<file path="src/rtl/ppcg_pkg.sv">
// Package with register map, field positions and timing for port core clock gating
package ppcg_pkg;

  // Register bus geometry
  localparam int unsigned ADDR_W = 8;
  localparam int unsigned DATA_W = 32;
  localparam int unsigned NUM_CORES = 2;

  // Register offsets on the plain register port
  localparam logic [ADDR_W-1:0] OFS_POWER_DOWN_CLOCK_CTL    = 8'h07;
  localparam logic [ADDR_W-1:0] OFS_MISC_CLOCK_FORCE_CTL    = 8'h27;
  localparam logic [ADDR_W-1:0] OFS_TRANSLATION_DEBUG_CTL_2 = 8'h46;
  localparam logic [ADDR_W-1:0] OFS_CLOCK_SPARE_CTL_A       = 8'he0;
  localparam logic [ADDR_W-1:0] OFS_BRANCH_STATUS           = 8'hf0;

  // Reset values: no gate bits set, no branch stopped
  localparam logic [DATA_W-1:0] RST_POWER_DOWN_CLOCK_CTL    = 32'h0000_0000;
  localparam logic [DATA_W-1:0] RST_MISC_CLOCK_FORCE_CTL    = 32'h0000_0000;
  localparam logic [DATA_W-1:0] RST_TRANSLATION_DEBUG_CTL_2 = 32'h0000_0000;
  localparam logic [DATA_W-1:0] RST_CLOCK_SPARE_CTL_A       = 32'h0000_0000;
  localparam logic [DATA_W-1:0] RDATA_UNMAPPED              = 32'h0000_0000;

  // Gate bit positions, core 1 then core 2
  localparam int unsigned BIT_TX_GATE_CORE1        = 0;
  localparam int unsigned BIT_TX_GATE_CORE2        = 1;
  localparam int unsigned BIT_LINK_DYN_GATE_CORE1  = 28;
  localparam int unsigned BIT_LINK_DYN_GATE_CORE2  = 29;
  localparam int unsigned BIT_PERM_LINK_KILL_CORE1 = 23;
  localparam int unsigned BIT_PERM_LINK_KILL_CORE2 = 24;
  localparam int unsigned BIT_XLAT_GATE_CORE1      = 0;
  localparam int unsigned BIT_XLAT_GATE_CORE2      = 1;

  // Status layout: four enables per core, then per-core all-off flags
  localparam int unsigned STAT_LANES_PER_CORE = 4;
  localparam int unsigned STAT_OFF_BASE       = 8;

  // Cycles the dynamic link branch keeps running after the core goes idle
  localparam int unsigned IDLE_HOLD_W      = 4;
  localparam logic [IDLE_HOLD_W-1:0] IDLE_HOLD_CYCLES = 4'h8;
  localparam logic [IDLE_HOLD_W-1:0] IDLE_HOLD_ZERO   = 4'h0;
  localparam logic [IDLE_HOLD_W-1:0] IDLE_HOLD_STEP   = 4'h1;

endpackage

</file>
<file path="src/rtl/ppcg_core_gate.sv">
// Per-core branch enable generator for transmit and link clock branches
`timescale 1ns/1ps
module ppcg_core_gate (
  // Clock and reset
  input  wire logic clock,
  input  wire logic rst_b,
  // Gate bits from the register file
  input  wire logic tx_gate,
  input  wire logic link_dyn_gate,
  input  wire logic perm_link_kill,
  // Core activity, same clock domain
  input  wire logic core_busy,
  // Branch enables, all registered
  output logic      tx_perm_en,
  output logic      tx_dyn_en,
  output logic      link_dyn_en,
  output logic      link_perm_en,
  output logic      core_clocks_off
);

  logic [ppcg_pkg::IDLE_HOLD_W-1:0] idle_hold;
  logic [ppcg_pkg::IDLE_HOLD_W-1:0] next_idle_hold;
  logic                             next_tx_perm_en;
  logic                             next_tx_dyn_en;
  logic                             next_link_dyn_en;
  logic                             next_link_perm_en;
  logic                             next_core_clocks_off;

  // Branch enables from gate bits and activity
  always_comb begin
    next_idle_hold = idle_hold;
    if (core_busy) begin
      next_idle_hold = ppcg_pkg::IDLE_HOLD_CYCLES;
    end else if (idle_hold != ppcg_pkg::IDLE_HOLD_ZERO) begin
      next_idle_hold = idle_hold - ppcg_pkg::IDLE_HOLD_STEP;
    end
    next_tx_perm_en      = !tx_gate;
    next_tx_dyn_en       = !tx_gate && core_busy;
    next_link_dyn_en     = !link_dyn_gate && (core_busy ||
                           idle_hold != ppcg_pkg::IDLE_HOLD_ZERO);
    next_link_perm_en    = !perm_link_kill;
    next_core_clocks_off = tx_gate && link_dyn_gate && perm_link_kill;
  end

  // Enable registers; zero gate bits leave branches running
  always_ff @(posedge clock or negedge rst_b) begin
    if (!rst_b) begin
      idle_hold       <= ppcg_pkg::IDLE_HOLD_ZERO;
      tx_perm_en      <= 1'b1;
      tx_dyn_en       <= 1'b0;
      link_dyn_en     <= 1'b0;
      link_perm_en    <= 1'b1;
      core_clocks_off <= 1'b0;
    end else begin
      idle_hold       <= next_idle_hold;
      tx_perm_en      <= next_tx_perm_en;
      tx_dyn_en       <= next_tx_dyn_en;
      link_dyn_en     <= next_link_dyn_en;
      link_perm_en    <= next_link_perm_en;
      core_clocks_off <= next_core_clocks_off;
    end
  end

endmodule

</file>
<file path="src/rtl/ppcg_port_guard.sv">
// Drops port register accesses to a core whose clocks are off
`timescale 1ns/1ps
module ppcg_port_guard (
  // Clock and reset
  input  wire logic clock,
  input  wire logic rst_b,
  // Core state
  input  wire logic core_clocks_off,
  // Port register access pulse in, outcome pulses out
  input  wire logic port_req,
  output logic      port_req_ok,
  output logic      port_req_dropped
);

  logic next_port_req_ok;
  logic next_port_req_dropped;

  // Pass or drop each access
  always_comb begin
    next_port_req_ok      = port_req && !core_clocks_off;
    next_port_req_dropped = port_req && core_clocks_off;
  end

  // Outcome registers
  always_ff @(posedge clock or negedge rst_b) begin
    if (!rst_b) begin
      port_req_ok      <= 1'b0;
      port_req_dropped <= 1'b0;
    end else begin
      port_req_ok      <= next_port_req_ok;
      port_req_dropped <= next_port_req_dropped;
    end
  end

endmodule

</file>
<file path="src/rtl/ppcg_top.sv">
// Top of port core clock gating: gate registers, branch enables, port guard
//
// Contract
// - Power-down bit 0 set stops core 1 transmit clock branches.
// - Spare control bit 28 set stops core 1 dynamic link branch.
// - Force bit 23 set kills core 1 permanent link branch.
// - Power-down bit 1 set stops core 2 transmit clock branches.
// - Spare control bit 29 set stops core 2 dynamic link branch.
// - Force bit 24 set kills core 2 permanent link branch.
// - Each core has running and gated transmit and link branches; its two transmit branches share one stop bit.
// - Port accesses to a gated core have no effect; restore gates last. The guard drops them only while all three stop bits of the core are set.
//
// The address-and-strobe port was decided locally.
`timescale 1ns/1ps
module ppcg_top (
  // Clock and reset
  input  wire logic        clock,
  input  wire logic        rst_b,
  // Register port
  input  wire logic [7:0]  reg_addr,
  input  wire logic [31:0] reg_wdata,
  input  wire logic        reg_wr,
  input  wire logic        reg_rd,
  output logic      [31:0] reg_rdata,
  // Core activity, same clock domain
  input  wire logic [1:0]  core_busy,
  // Port register accesses per core
  input  wire logic [1:0]  port_req,
  output logic      [1:0]  port_req_ok,
  output logic      [1:0]  port_req_dropped,
  // Clock branch enables per core
  output logic      [1:0]  tx_perm_en,
  output logic      [1:0]  tx_dyn_en,
  output logic      [1:0]  link_dyn_en,
  output logic      [1:0]  link_perm_en,
  // Translation unit gate per core
  output logic      [1:0]  xlat_core_gate
);

  localparam int unsigned NC = ppcg_pkg::NUM_CORES;

  // Address match, used by write and read decode
  function automatic logic addr_is(input logic [7:0] a, input logic [7:0] ofs);
    addr_is = (a == ofs);
  endfunction

  // Gate bit lookup per core index
  function automatic int unsigned tx_bit(input int unsigned c);
    tx_bit = (c == 0) ? ppcg_pkg::BIT_TX_GATE_CORE1 : ppcg_pkg::BIT_TX_GATE_CORE2;
  endfunction

  function automatic int unsigned dyn_bit(input int unsigned c);
    dyn_bit = (c == 0) ? ppcg_pkg::BIT_LINK_DYN_GATE_CORE1
                       : ppcg_pkg::BIT_LINK_DYN_GATE_CORE2;
  endfunction

  function automatic int unsigned perm_bit(input int unsigned c);
    perm_bit = (c == 0) ? ppcg_pkg::BIT_PERM_LINK_KILL_CORE1
                        : ppcg_pkg::BIT_PERM_LINK_KILL_CORE2;
  endfunction

  function automatic int unsigned xlat_bit(input int unsigned c);
    xlat_bit = (c == 0) ? ppcg_pkg::BIT_XLAT_GATE_CORE1 : ppcg_pkg::BIT_XLAT_GATE_CORE2;
  endfunction

  // Software-visible gate registers
  logic [31:0] power_down_clock_ctl;
  logic [31:0] misc_clock_force_ctl;
  logic [31:0] translation_debug_ctl_2;
  logic [31:0] clock_spare_ctl_a;
  logic [31:0] next_power_down_clock_ctl;
  logic [31:0] next_misc_clock_force_ctl;
  logic [31:0] next_translation_debug_ctl_2;
  logic [31:0] next_clock_spare_ctl_a;

  // Read path
  logic [31:0] next_reg_rdata;
  logic [31:0] branch_status;

  // Translation unit gates
  logic [1:0]  next_xlat_core_gate;

  // Per-core decoded gate bits and core state
  logic [NC-1:0] tx_gate;
  logic [NC-1:0] link_dyn_gate;
  logic [NC-1:0] perm_link_kill;
  logic [NC-1:0] core_clocks_off;

  // Register writes; full words stored, gate bits feed the cores
  always_comb begin
    next_power_down_clock_ctl    = power_down_clock_ctl;
    next_misc_clock_force_ctl    = misc_clock_force_ctl;
    next_translation_debug_ctl_2 = translation_debug_ctl_2;
    next_clock_spare_ctl_a       = clock_spare_ctl_a;
    if (reg_wr) begin
      if (addr_is(reg_addr, ppcg_pkg::OFS_POWER_DOWN_CLOCK_CTL)) begin
        next_power_down_clock_ctl = reg_wdata;
      end
      if (addr_is(reg_addr, ppcg_pkg::OFS_MISC_CLOCK_FORCE_CTL)) begin
        next_misc_clock_force_ctl = reg_wdata;
      end
      if (addr_is(reg_addr, ppcg_pkg::OFS_TRANSLATION_DEBUG_CTL_2)) begin
        next_translation_debug_ctl_2 = reg_wdata;
      end
      if (addr_is(reg_addr, ppcg_pkg::OFS_CLOCK_SPARE_CTL_A)) begin
        next_clock_spare_ctl_a = reg_wdata;
      end
    end
  end

  // Gate register storage
  always_ff @(posedge clock or negedge rst_b) begin
    if (!rst_b) begin
      power_down_clock_ctl    <= ppcg_pkg::RST_POWER_DOWN_CLOCK_CTL;
      misc_clock_force_ctl    <= ppcg_pkg::RST_MISC_CLOCK_FORCE_CTL;
      translation_debug_ctl_2 <= ppcg_pkg::RST_TRANSLATION_DEBUG_CTL_2;
      clock_spare_ctl_a       <= ppcg_pkg::RST_CLOCK_SPARE_CTL_A;
    end else begin
      power_down_clock_ctl    <= next_power_down_clock_ctl;
      misc_clock_force_ctl    <= next_misc_clock_force_ctl;
      translation_debug_ctl_2 <= next_translation_debug_ctl_2;
      clock_spare_ctl_a       <= next_clock_spare_ctl_a;
    end
  end

  // Per-core gating: decode bits, build enables, guard port accesses
  genvar c;
  generate
    for (c = 0; c < NC; c++) begin : g_core
      // Core 1 uses bits 0/28/23, core 2 bits 1/29/24
      assign tx_gate[c]        = power_down_clock_ctl[tx_bit(c)];
      assign link_dyn_gate[c]  = clock_spare_ctl_a[dyn_bit(c)];
      assign perm_link_kill[c] = misc_clock_force_ctl[perm_bit(c)];

      ppcg_core_gate u_gate (
        .clock           (clock),
        .rst_b           (rst_b),
        .tx_gate         (tx_gate[c]),
        .link_dyn_gate   (link_dyn_gate[c]),
        .perm_link_kill  (perm_link_kill[c]),
        .core_busy       (core_busy[c]),
        .tx_perm_en      (tx_perm_en[c]),
        .tx_dyn_en       (tx_dyn_en[c]),
        .link_dyn_en     (link_dyn_en[c]),
        .link_perm_en    (link_perm_en[c]),
        .core_clocks_off (core_clocks_off[c])
      );

      ppcg_port_guard u_guard (
        .clock            (clock),
        .rst_b            (rst_b),
        .core_clocks_off  (core_clocks_off[c]),
        .port_req         (port_req[c]),
        .port_req_ok      (port_req_ok[c]),
        .port_req_dropped (port_req_dropped[c])
      );

      // Status lanes: tx perm, tx dyn, link dyn, link perm, then all-off flag
      assign branch_status[c*ppcg_pkg::STAT_LANES_PER_CORE +: ppcg_pkg::STAT_LANES_PER_CORE] =
        {link_perm_en[c], link_dyn_en[c], tx_dyn_en[c], tx_perm_en[c]};
      assign branch_status[ppcg_pkg::STAT_OFF_BASE + c] = core_clocks_off[c];
    end
  endgenerate

  // Unused status bits read as zero
  assign branch_status[31:ppcg_pkg::STAT_OFF_BASE+NC] = '0;

  // Translation unit gate follows its debug bits
  always_comb begin
    next_xlat_core_gate = 2'h0;
    for (int unsigned k = 0; k < NC; k++) begin
      next_xlat_core_gate[k] = translation_debug_ctl_2[xlat_bit(k)];
    end
  end

  // Read mux; unmapped offsets read zero
  always_comb begin
    next_reg_rdata = ppcg_pkg::RDATA_UNMAPPED;
    if (reg_rd) begin
      if (addr_is(reg_addr, ppcg_pkg::OFS_POWER_DOWN_CLOCK_CTL)) begin
        next_reg_rdata = power_down_clock_ctl;
      end else if (addr_is(reg_addr, ppcg_pkg::OFS_MISC_CLOCK_FORCE_CTL)) begin
        next_reg_rdata = misc_clock_force_ctl;
      end else if (addr_is(reg_addr, ppcg_pkg::OFS_TRANSLATION_DEBUG_CTL_2)) begin
        next_reg_rdata = translation_debug_ctl_2;
      end else if (addr_is(reg_addr, ppcg_pkg::OFS_CLOCK_SPARE_CTL_A)) begin
        next_reg_rdata = clock_spare_ctl_a;
      end else if (addr_is(reg_addr, ppcg_pkg::OFS_BRANCH_STATUS)) begin
        next_reg_rdata = branch_status;
      end
    end
  end

  // Read data and translation gate registers
  always_ff @(posedge clock or negedge rst_b) begin
    if (!rst_b) begin
      reg_rdata      <= ppcg_pkg::RDATA_UNMAPPED;
      xlat_core_gate <= 2'h0;
    end else begin
      reg_rdata      <= next_reg_rdata;
      xlat_core_gate <= next_xlat_core_gate;
    end
  end

endmodule

</file>
<file path="config.mk">
export PLATFORM = sky130hd
export DESIGN_NAME = ppcg_top
export DESIGN_NICKNAME = d
export VERILOG_FILES = /design/src/rtl/ppcg_pkg.sv /design/src/rtl/ppcg_core_gate.sv /design/src/rtl/ppcg_port_guard.sv /design/src/rtl/ppcg_top.sv
export SDC_FILE = /design/constraint.sdc
export NUM_CORES = 1
export LEC_CHECK = 0
export BUFFER_PORTS_ARGS = -buffer_cell sky130_fd_sc_hd__buf_2
export CAP_MARGIN = 15
export CORE_MARGIN = 10
export CORE_UTILIZATION = 58
export CTS_CLUSTER_SIZE = 40
export DETAILED_ROUTE_END_ITERATION = 12
export GPL_ROUTABILITY_DRIVEN = 0
export GPL_TIMING_DRIVEN = 0
export PLACE_DENSITY = 0.79
export SYNTH_ARGS = -nofsm -noshare
export SYNTH_HDL_FRONTEND = slang
export SYNTH_SLANG_ARGS = --single-unit
</file>
<file path="constraint.sdc">
create_clock -name clock -period 2 [get_ports clock]
set_input_delay 0.2 -clock clock [delete_from_list [all_inputs] [get_ports clock]]
set_output_delay 0.2 -clock clock [all_outputs]
set_load 0.02 [all_outputs]
</file>
==> qor.yml, run 1 <==
detail_route.iter0.violations: 488
slew_headroom_pct: 47.4
synth-seq-cells: 184
die_h_um: 137
syn_avg_cell_area_um2: 12.7
synthArstFlopShare_pct: 100
cts_tree: "yes"
ys_seq_area_share_pct: 58.0
wl_um: 19300
cts_sinks: 184
final_common_cell: "dfrtp_1"
synthCells: 627
rows: 42
p_leak_uw: 0.00466
status: "finished clean"
required_ps: 2300
cts_resized: 0
via_per_inst: 5.92
drcViolationCount: 0
finClkSkew_ps: 5.21
hold_viol: 0
synth_nets: 677
ys_warn_count: 0
cp-start-kind: "input pin"
ant_nets: 0
num_vias: 5531
grt_max_degree: 100
grt_first_pass_wirelength_um: 30900
wl_per_cell_um: 20.7
hold_path_class: "in2reg"
crit_arrival_ps: 2030
grt_usage_pct: 21.3
grt_setup_unrepaired: "false"
synth_area_leaders: "dfrtp_1 (57%), mux2_1 (18%), nand2_1 (2.1%), a21o_1 (2.0%), o21ai_0 (1.6%)"
final_nets: 792
r2r_slack_ps: 450
htreeDepth: 4
finalSetupTns_ps: 0
place_hpwl_um: 12900
fin_ws_ps: 273
final_util_pct: 70.0
yosys.area.top_type: "dfrtp_1"
coreArea_mm2: 0.0133
synth_edf_count: 0
grt_pass1_vias: 5780
io_pins: 94
final_period_minus_worst_setup_slack_ps: 1730
cp_max_fo: 10
maxCapViolations: 0
final_cell_mix: "dfrtp_1 (180), mux2_1 (124), buf_2 (108)"
power.density_mw_per_mm2: 907
chipWidth_um: 137
ir_worst_vdd_mv: 0.615
die_area_mm2: 0.0188
cts_root_buf: "clkbuf_16"
ys.flop_type: "dfrtp_1"
p_total_uw: 8480
synth.distinct_cells: 50
fmax_ghz: 0.579
clk_path_buf_depth: 2
setup_viol: 0
drive_gt1_share_pct: 22.6
synth_top_area_share_pct: 56.7
report.final.slew_viol_count: 0
pre_cts_slack_ps: -91.6
hold_ws_ps: 19.8
numCtsBuffers: 17
grt_overflow_total: 0
drtPass1Iterations: 5
port_buffers: 90
syn_area_mm2: 0.00794
clk_latency_ps: 430
tightest_slew_ps: 783
initial_core_util_pct: 59.5
path_clk_slew_ps: 60
area_growth_pct: 17.7
antenna_found_initial: 4
post-route-period-util_pct: 86.3
timing_worst_setup_path_type: "in2reg"
end_kind: "flop"
final cells by class:
type	instances	area (um^2)
well taps	176	220
flip-flops and latches	184	4610
multi-input cells	380	3020
clock inverters	12	173
diodes	3	7.51
repair buffers	96	538
clock buffers	20	467
plain buffers	53	279
fillers	947	4000
inverters	10	37.5
critical path: stages:
cell and delay [ps]:
buf_2 140, nand4bb_1 190, buf_2 180, or4_4 540, clkbuf_1 350, o21ai_0 330, a21oi_1 100
through the flow:
stage               instance area [um^2]  cells
finish                              9350    934
global route                        9340    932
CTS                                 9340    931
detailed placement                  8650    894
global placement                    8610    893
floorplan                           7940    627
registers in the layout, indices dropped and copies added (netlist names):
signal                           count
clock_spare_ctl_a                   32
g_core.u_gate.core_clocks_off        2
g_core.u_gate.idle_hold              8
g_core.u_gate.link_dyn_en            2
g_core.u_gate.link_perm_en           2
g_core.u_gate.tx_dyn_en              2
g_core.u_gate.tx_perm_en             2
g_core.u_guard.port_req_dropped      2
g_core.u_guard.port_req_ok           2
misc_clock_force_ctl                32
power_down_clock_ctl                32
reg_rdata                           32
translation_debug_ctl_2             32
xlat_core_gate                       2
synth_stat cells (2+ instances only):
library cell  number
a211oi_1          12
a21o_1            21
a21oi_1           24
a2bb2oi_1         11
and2_1             2
and3_1             3
buf_1              3
buf_2             19
buf_4             15
clkbuf_1          16
dfrtp_1          180
dfstp_2            4
ha_1               2
inv_1              9
mux2_1           124
mux2_2             4
mux2i_1            9
nand2_1           44
nand2b_1           5
nand3_1            3
nand3b_1           4
nor2_1            11
nor2b_1            5
nor3_1             3
o21ai_0           26
o21ai_1           18
o22a_1             7
o22ai_1            9
o2bb2ai_1         10
or3_1              2
xnor2_1            3
repair_timing:
| action | in CTS | in global routing |
|---|---|---|
| hold endpoints to repair | 90 | 0 |
| hold buffers | 5 | 0 |
| buffers inserted | 0 | 0 |
power by group:
group | switching [uW] | internal (uW)
Combinational | 450 | 349
Sequential | 152 | 3940
Clock | 1400 | 2190
Total | 2010 | 6470
path summary, 6_finish.rpt:
check                                                          start                                         to  cells after the start
hold / removal                                         reg_wdata[21]          clock_spare_ctl_a[21]$_DFFE_PN0P_                      2
setup / recovery                                         reg_addr[3]                    reg_rdata[29]$_DFF_PN0_                      7
max in group asynchronous                                      rst_b                    reg_rdata[25]$_DFF_PN0_                      3
hold reg to reg               translation_debug_ctl_2[1]$_DFFE_PN0P_                xlat_core_gate[1]$_DFF_PN0_                      0
setup reg to reg           g_core[0].u_gate.idle_hold[0]$_DFFE_PN0N_  g_core[0].u_gate.idle_hold[1]$_DFFE_PN0N_                      4
min in group asynchronous                                      rst_b        power_down_clock_ctl[9]$_DFFE_PN0P_                      2
layer usage:
layer	track usage, %	vias to the layer above	wire (um)
met4	8.78	2	304
met3	5.57	24	1380
met1	27.3	2843	8110
met5	0	-	11
li1	-	2458	-
met2	33.8	204	9530
cell families (layout without fill, tap and decap cells):
family                     Yosys count  in the layout  synth area share, %
buffers and inverters               63            191                 3.99
AOI/OAI and AO/OA                  144            144                 11.8
xor gates and xnor gates             3              3                0.331
adders and majority gates            2              2                0.315
muxes                              137            137                 19.3
other                                0              3                    0
DFF                                184            184                 58.0
and+or+nand+nor                     94             94                 6.25
No activity file was read; power rests on OpenSTA's default activity.
==> inputs of run 2 (changes only) <==
Settings changed: CORE_UTILIZATION 58 to 60, CTS_BUF_LIST set to sky130_fd_sc_hd__clkbuf_4 sky130_fd_sc_hd__clkbuf_8, PLACE_DENSITY 0.79 to 0.82.
==> qor.yml, run 2 (synthesized netlist as in run 1, its figures left out) <==
slew_headroom_pct: 49.2
dp_cells: 890
setup_viol: 0
path_cells: "buf_2, nand4bb_1, buf_2, nor3_2, and3_1, buf_2, buf_4, mux2_1"
coreArea_mm2: 0.0128
initial_core_util_pct: 62.2
grt_overflow_total: 0
io_pins: 94
power.density_mw_per_mm2: 811
final_nets: 821
place_hpwl_um: 12900
r2r-start: "g_core[0].u_gate.idle_hold[0]$_DFFE_PN0N_"
detail_route.iter0.violations: 416
swShare_pct: 24.0
insertedDiodeCount: 0
num_vias: 5534
clk_path_buf_depth: 2
p_sw_uw: 1830
wl_per_cell_um: 19.8
final_period_minus_worst_setup_slack_ps: 1630
p_leak_uw: 0.00471
comb_power_share_pct: 10.9
r2r_cells: 4
grt_setup_unrepaired: "false"
finClkSkew_ps: 7.77
critPathSlowestCell: "mux2_1"
cts_sinks: 184
cp_max_fo: 10
rows: 41
hold_viol: 0
report.final.slew_viol_count: 0
clkPwrFrac_pct: 35.7
fin_cells: 956
cp-endpoint: "misc_clock_force_ctl[30]$_DFFE_PN0P_"
cts_tree: "yes"
fmax_ghz: 0.613
r2r_slack_ps: 460
hold_ws_ps: 17.8
r2r-end: "g_core[0].u_gate.idle_hold[1]$_DFFE_PN0N_"
antenna_found_initial: 1
hold_path_class: "in2reg"
wl_um: 18900
p_seq_share_pct: 53.4
placed_cell_area_mm2: 0.00864
maxCapViolations: 0
cts_root_buf: "clkbuf_8"
grt_max_degree: 120
grt_pass1_vias: 6090
worst-path-buf-inv: 4
finalSetupTns_ps: 0
path_clk_slew_ps: 80
tightest_slew_ps: 757
clk_latency_ps: 470
fin_ws_ps: 368
die_h_um: 135
ir_worst_vdd_mv: 0.605
chipWidth_um: 135
drive_gt1_share_pct: 21.8
required_ps: 2350
design_area_mm2: 0.00943
p_int_uw: 5810
htreeDepth: 4
final_common_cell: "dfrtp_1"
worst-path-stages: 8
post-route-period-util_pct: 81.6
drcViolationCount: 0
via_per_inst: 5.79
final_cell_mix: "dfrtp_1 (180), mux2_1 (124), buf_2 (108)"
end_kind: "flop"
crit_family: "buffers and inverters"
drtPass1Iterations: 5
grt_usage_pct: 21.7
crit_arrival_ps: 1980
status: "finished clean"
numCtsBuffers: 17
port_buffers: 90
ant_nets: 0
area_growth_pct: 18.7
cp_common_cell: "buf_2"
timing_worst_setup_path_type: "in2reg"
die_area_mm2: 0.0182
grt_first_pass_wirelength_um: 31200
pre_cts_slack_ps: -79.7
cpPeakStageDelay_ps: 370
cp-start-kind: "input pin"
startpoint: "reg_addr[3]"
==> run 2: power groups by stage <==
stage | logic (uW) | clock network [uW] | registers [uW]
after floorplan | 495 | 0 | 4110
after detailed placement | 781 | 0 | 4150
after global routing | 944 | 2900 | 4110
after global placement | 724 | 0 | 4130
final | 833 | 2730 | 4080
after CTS | 844 | 2760 | 4080
==> run 2: metrics by stage <==
| stage | power, uW | util [%] |
|---|---|---|
| floorplan | 4600 | - |
| global placement | 4860 | 67.4 |
| detailed placement | 4930 | 67.7 |
| CTS | 7680 | 73.8 |
| global route | 7950 | 73.8 |
| finish | 7650 | 73.8 |
==> run 2: how the worst min path moves through the flow <==
stage | start | to | slack [ps] | depth (start not counted)
final | reg_wdata[30] | clock_spare_ctl_a[30]$_DFFE_PN0P_ | 20 | 2
after global routing | reg_wdata[30] | clock_spare_ctl_a[30]$_DFFE_PN0P_ | 7 | 2
after CTS | reg_wdata[30] | clock_spare_ctl_a[30]$_DFFE_PN0P_ | 2 | 2
after detailed placement | rst_b | power_down_clock_ctl[9]$_DFFE_PN0P_ | 170 | 1
after global placement | translation_debug_ctl_2[1]$_DFFE_PN0P_ | xlat_core_gate[1]$_DFF_PN0_ | 390 | 0
after floorplan | rst_b | clock_spare_ctl_a[0]$_DFFE_PN0P_ | -100 | 0
==> run 2: repair_timing <==
action                    in CTS  in global routing
gates resized for setup        0                  0
setup buffers                  0                  0
hold buffers                  34                  0
hold endpoints to repair     176                  0
==> run 2: routing by layer <==
| layer | GRT usage [%] | vias up | wire (um) |
|---|---|---|---|
| met1 | 26.3 | 2811 | 7800 |
| met4 | 7.83 | 0 | 420 |
| met2 | 36.8 | 171 | 9600 |
| met5 | 0 | - | 0 |
| met3 | 5.12 | 35 | 1120 |
| li1 | - | 2517 | - |
==> run 2: layout make-up <==
cell class / instances / area (um^2)
tap: 172 / 215
multi-input combinational: 380 / 3020
buffer: 53 / 279
sequential: 184 / 4610
clock inverter: 8 / 144
inverter: 10 / 37.5
timing repair buffer: 125 / 828
fill: 866 / 3350
clock buffer: 24 / 299
==> inputs of run 3 (changes only) <==
Settings changed: ABC_AREA set to 1, CORE_UTILIZATION 60 to 55, PLACE_DENSITY 0.82 to 0.79.
Clock period 2 ns to 1.4 ns, I/O delays scaled along.
==> qor.yml, run 3 <==
ys_warn_count: 0
clk_latency_ps: 480
synth_top_area_share_pct: 55.5
report.final.slew_viol_count: 0
dp_cells: 1174
p_leak_uw: 0.00492
hold_viol: 0
final_period_minus_worst_setup_slack_ps: 1320
die_area_mm2: 0.0200
ys_top_cells_by_count: "nand2_1 (241), dfrtp_1 (180), o21ai_1 (79)"
synth_area_leaders: "dfrtp_1 (55%), nand2_1 (11%), o21ai_2 (5.3%), o21ai_1 (4.9%), nand3_1 (4.0%)"
multi_input_area_mm2: 0.00286
port_buffers: 93
fillers: 1171
cts_sinks: 184
path_clk_slew_ps: 100
crit_arrival_ps: 1180
synth_simple_gate_area_share_pct: 19.6
setup_viol: 0
grt_pass1_vias: 6734
insertedDiodeCount: 0
synth_top_family_by_area: "simple AND/OR/NAND/NOR gates"
fmax_ghz: 0.759
grt_overflow_total: 0
path_cells: "buf_4, buf_2"
synth.most_common_cell: "nand2_1"
ant_nets: 0
cts_tree: "yes"
place_hpwl_um: 14700
slew_headroom_pct: 45.7
antenna_found_initial: 0
post-route-period-util_pct: 94.1
synth_edf_count: 0
synthCells: 896
wl_per_cell_um: 18.1
wl_um: 22400
grt_first_pass_wirelength_um: 35600
area_growth_pct: 18.4
hold_ws_ps: 11.3
grt_usage_pct: 22.6
synth.distinct_cells: 30
num_vias: 6895
ys_seq_area_share_pct: 56.8
drcViolationCount: 0
htreeDepth: 4
cpPeakStageDelay_ps: 420
drtPass1Iterations: 5
clk_path_buf_depth: 2
critPathSlowestCell: "dfrtp_1"
design_area_mm2: 0.00962
final_cell_mix: "nand2_1 (240), dfrtp_1 (180), buf_2 (111)"
rows: 44
fin_cells: 1238
synth_compound_area_share_pct: 14.8
die_h_um: 142
placed_cell_area_mm2: 0.00885
ir_worst_vdd_mv: 0.788
initial_core_util_pct: 56.1
synth_nets: 946
final_common_cell: "nand2_1"
coreArea_mm2: 0.0145
cts_root_buf: "clkbuf_8"
synthAdderAreaFrac_pct: 0.308
grt_max_degree: 104
final_nets: 1091
fin_ws_ps: 82.1
hold_path_class: "in2reg"
tightest_slew_ps: 811
yosys.area.top_type: "dfrtp_1"
timing_worst_setup_path_type: "reg2out"
ys.flop_type: "dfrtp_1"
syn_area_mm2: 0.00812
cp-start-kind: "flop"
seq_area_mm2: 0.00461
status: "finished clean"
numCtsBuffers: 17
maxCapViolations: 0
power.density_mw_per_mm2: 1100
finClkSkew_ps: 9.25
cp_max_fo: 2
via_per_inst: 5.57
synth_mux_area_share_pct: 0
detail_route.iter0.violations: 724
pre_cts_slack_ps: -264
drive_gt1_share_pct: 23.9
chipWidth_um: 142
synth-xor-area-share_pct: 0.216
syn_avg_cell_area_um2: 9.06
io_pins: 94
synthArstFlopShare_pct: 100
required_ps: 1260
synth-seq-cells: 184
hold_depth: 3
end_kind: "output port"
r2r_cells: 8
## run 3: power breakdown
part | internal, uW | leakage [uW] | switching, uW | total (uW)
registers | 5600 | 0.00250 | 193 | 5800
clock network | 1610 | 0.000185 | 1950 | 3570
logic | 477 | 0.00224 | 704 | 1180
## run 3: critical path: cells and delay by family (launching register included)
kind | cells | cell delay [ps]
buffers and inverters | 2 | 290
flip-flops | 1 | 420
## run 3: layout make-up
cell class / instances / share of cell area (%)
clock inverter: 14 / 1.57
buffer: 56 / 3.66
tap: 184 / 2.39
sequential: 184 / 47.9
clock buffer: 18 / 2.51
timing repair buffer: 130 / 9.16
inverter: 77 / 3.03
multi-input combinational: 575 / 29.8
## run 3: cell families (layout without fill, tap and decap cells)
logic type,Yosys count,count (layout)
flip-flops,184,184
AND/OR/NAND/NOR,379,379
buffers and inverters,137,295
adder cells (fa/ha/maj),2,2
AO/OA/AOI/OAI,192,192
XOR/XNOR,2,2
## run 3: worst paths after layout
path                                                            from                                        end  slack [ps]
max                           g_core[0].u_gate.link_dyn_en$_DFF_PN0_                             link_dyn_en[0]          80
min                                                     reg_wdata[9]     translation_debug_ctl_2[9]$_DFFE_PN0P_          10
max reg2reg                g_core[1].u_gate.idle_hold[0]$_DFFE_PN0N_  g_core[1].u_gate.idle_hold[1]$_DFFE_PN0N_         140
min reg2reg                   translation_debug_ctl_2[1]$_DFFE_PN0P_                xlat_core_gate[1]$_DFF_PN0_         430
max in group asynchronous                                      rst_b                    reg_rdata[18]$_DFF_PN0_         260
min in group asynchronous                                      rst_b  g_core[1].u_gate.idle_hold[1]$_DFFE_PN0N_         220
## run 3: repair_timing
item | CTS | global route
hold buffers | 33 | 0
pin swaps | 0 | 0
setup endpoints to repair | 8 | 11
gates resized for setup | 8 | 9
buffers inserted | 2 | 1
endpoints found under the hold margin | 182 | 0
## run 3: metrics by stage
step,setup TNS (ps),power (uW),util (%)
finish,0,10500,66.4
global route,-4.63,11000,66.4
CTS,0,10500,66.4
detailed placement,-8420,6930,61.1
global placement,-498680,6870,60.9
floorplan,0,6510,-
## run 3: metal layers
layer  GRT usage [%]  part of all wire [%]  vias up
met5               0                     0        -
met4            9.47                   3.1        0
met3            5.41                   8.5       56
met2            35.7                    48      344
li1                -                     -     3180
met1            29.2                    40     3315
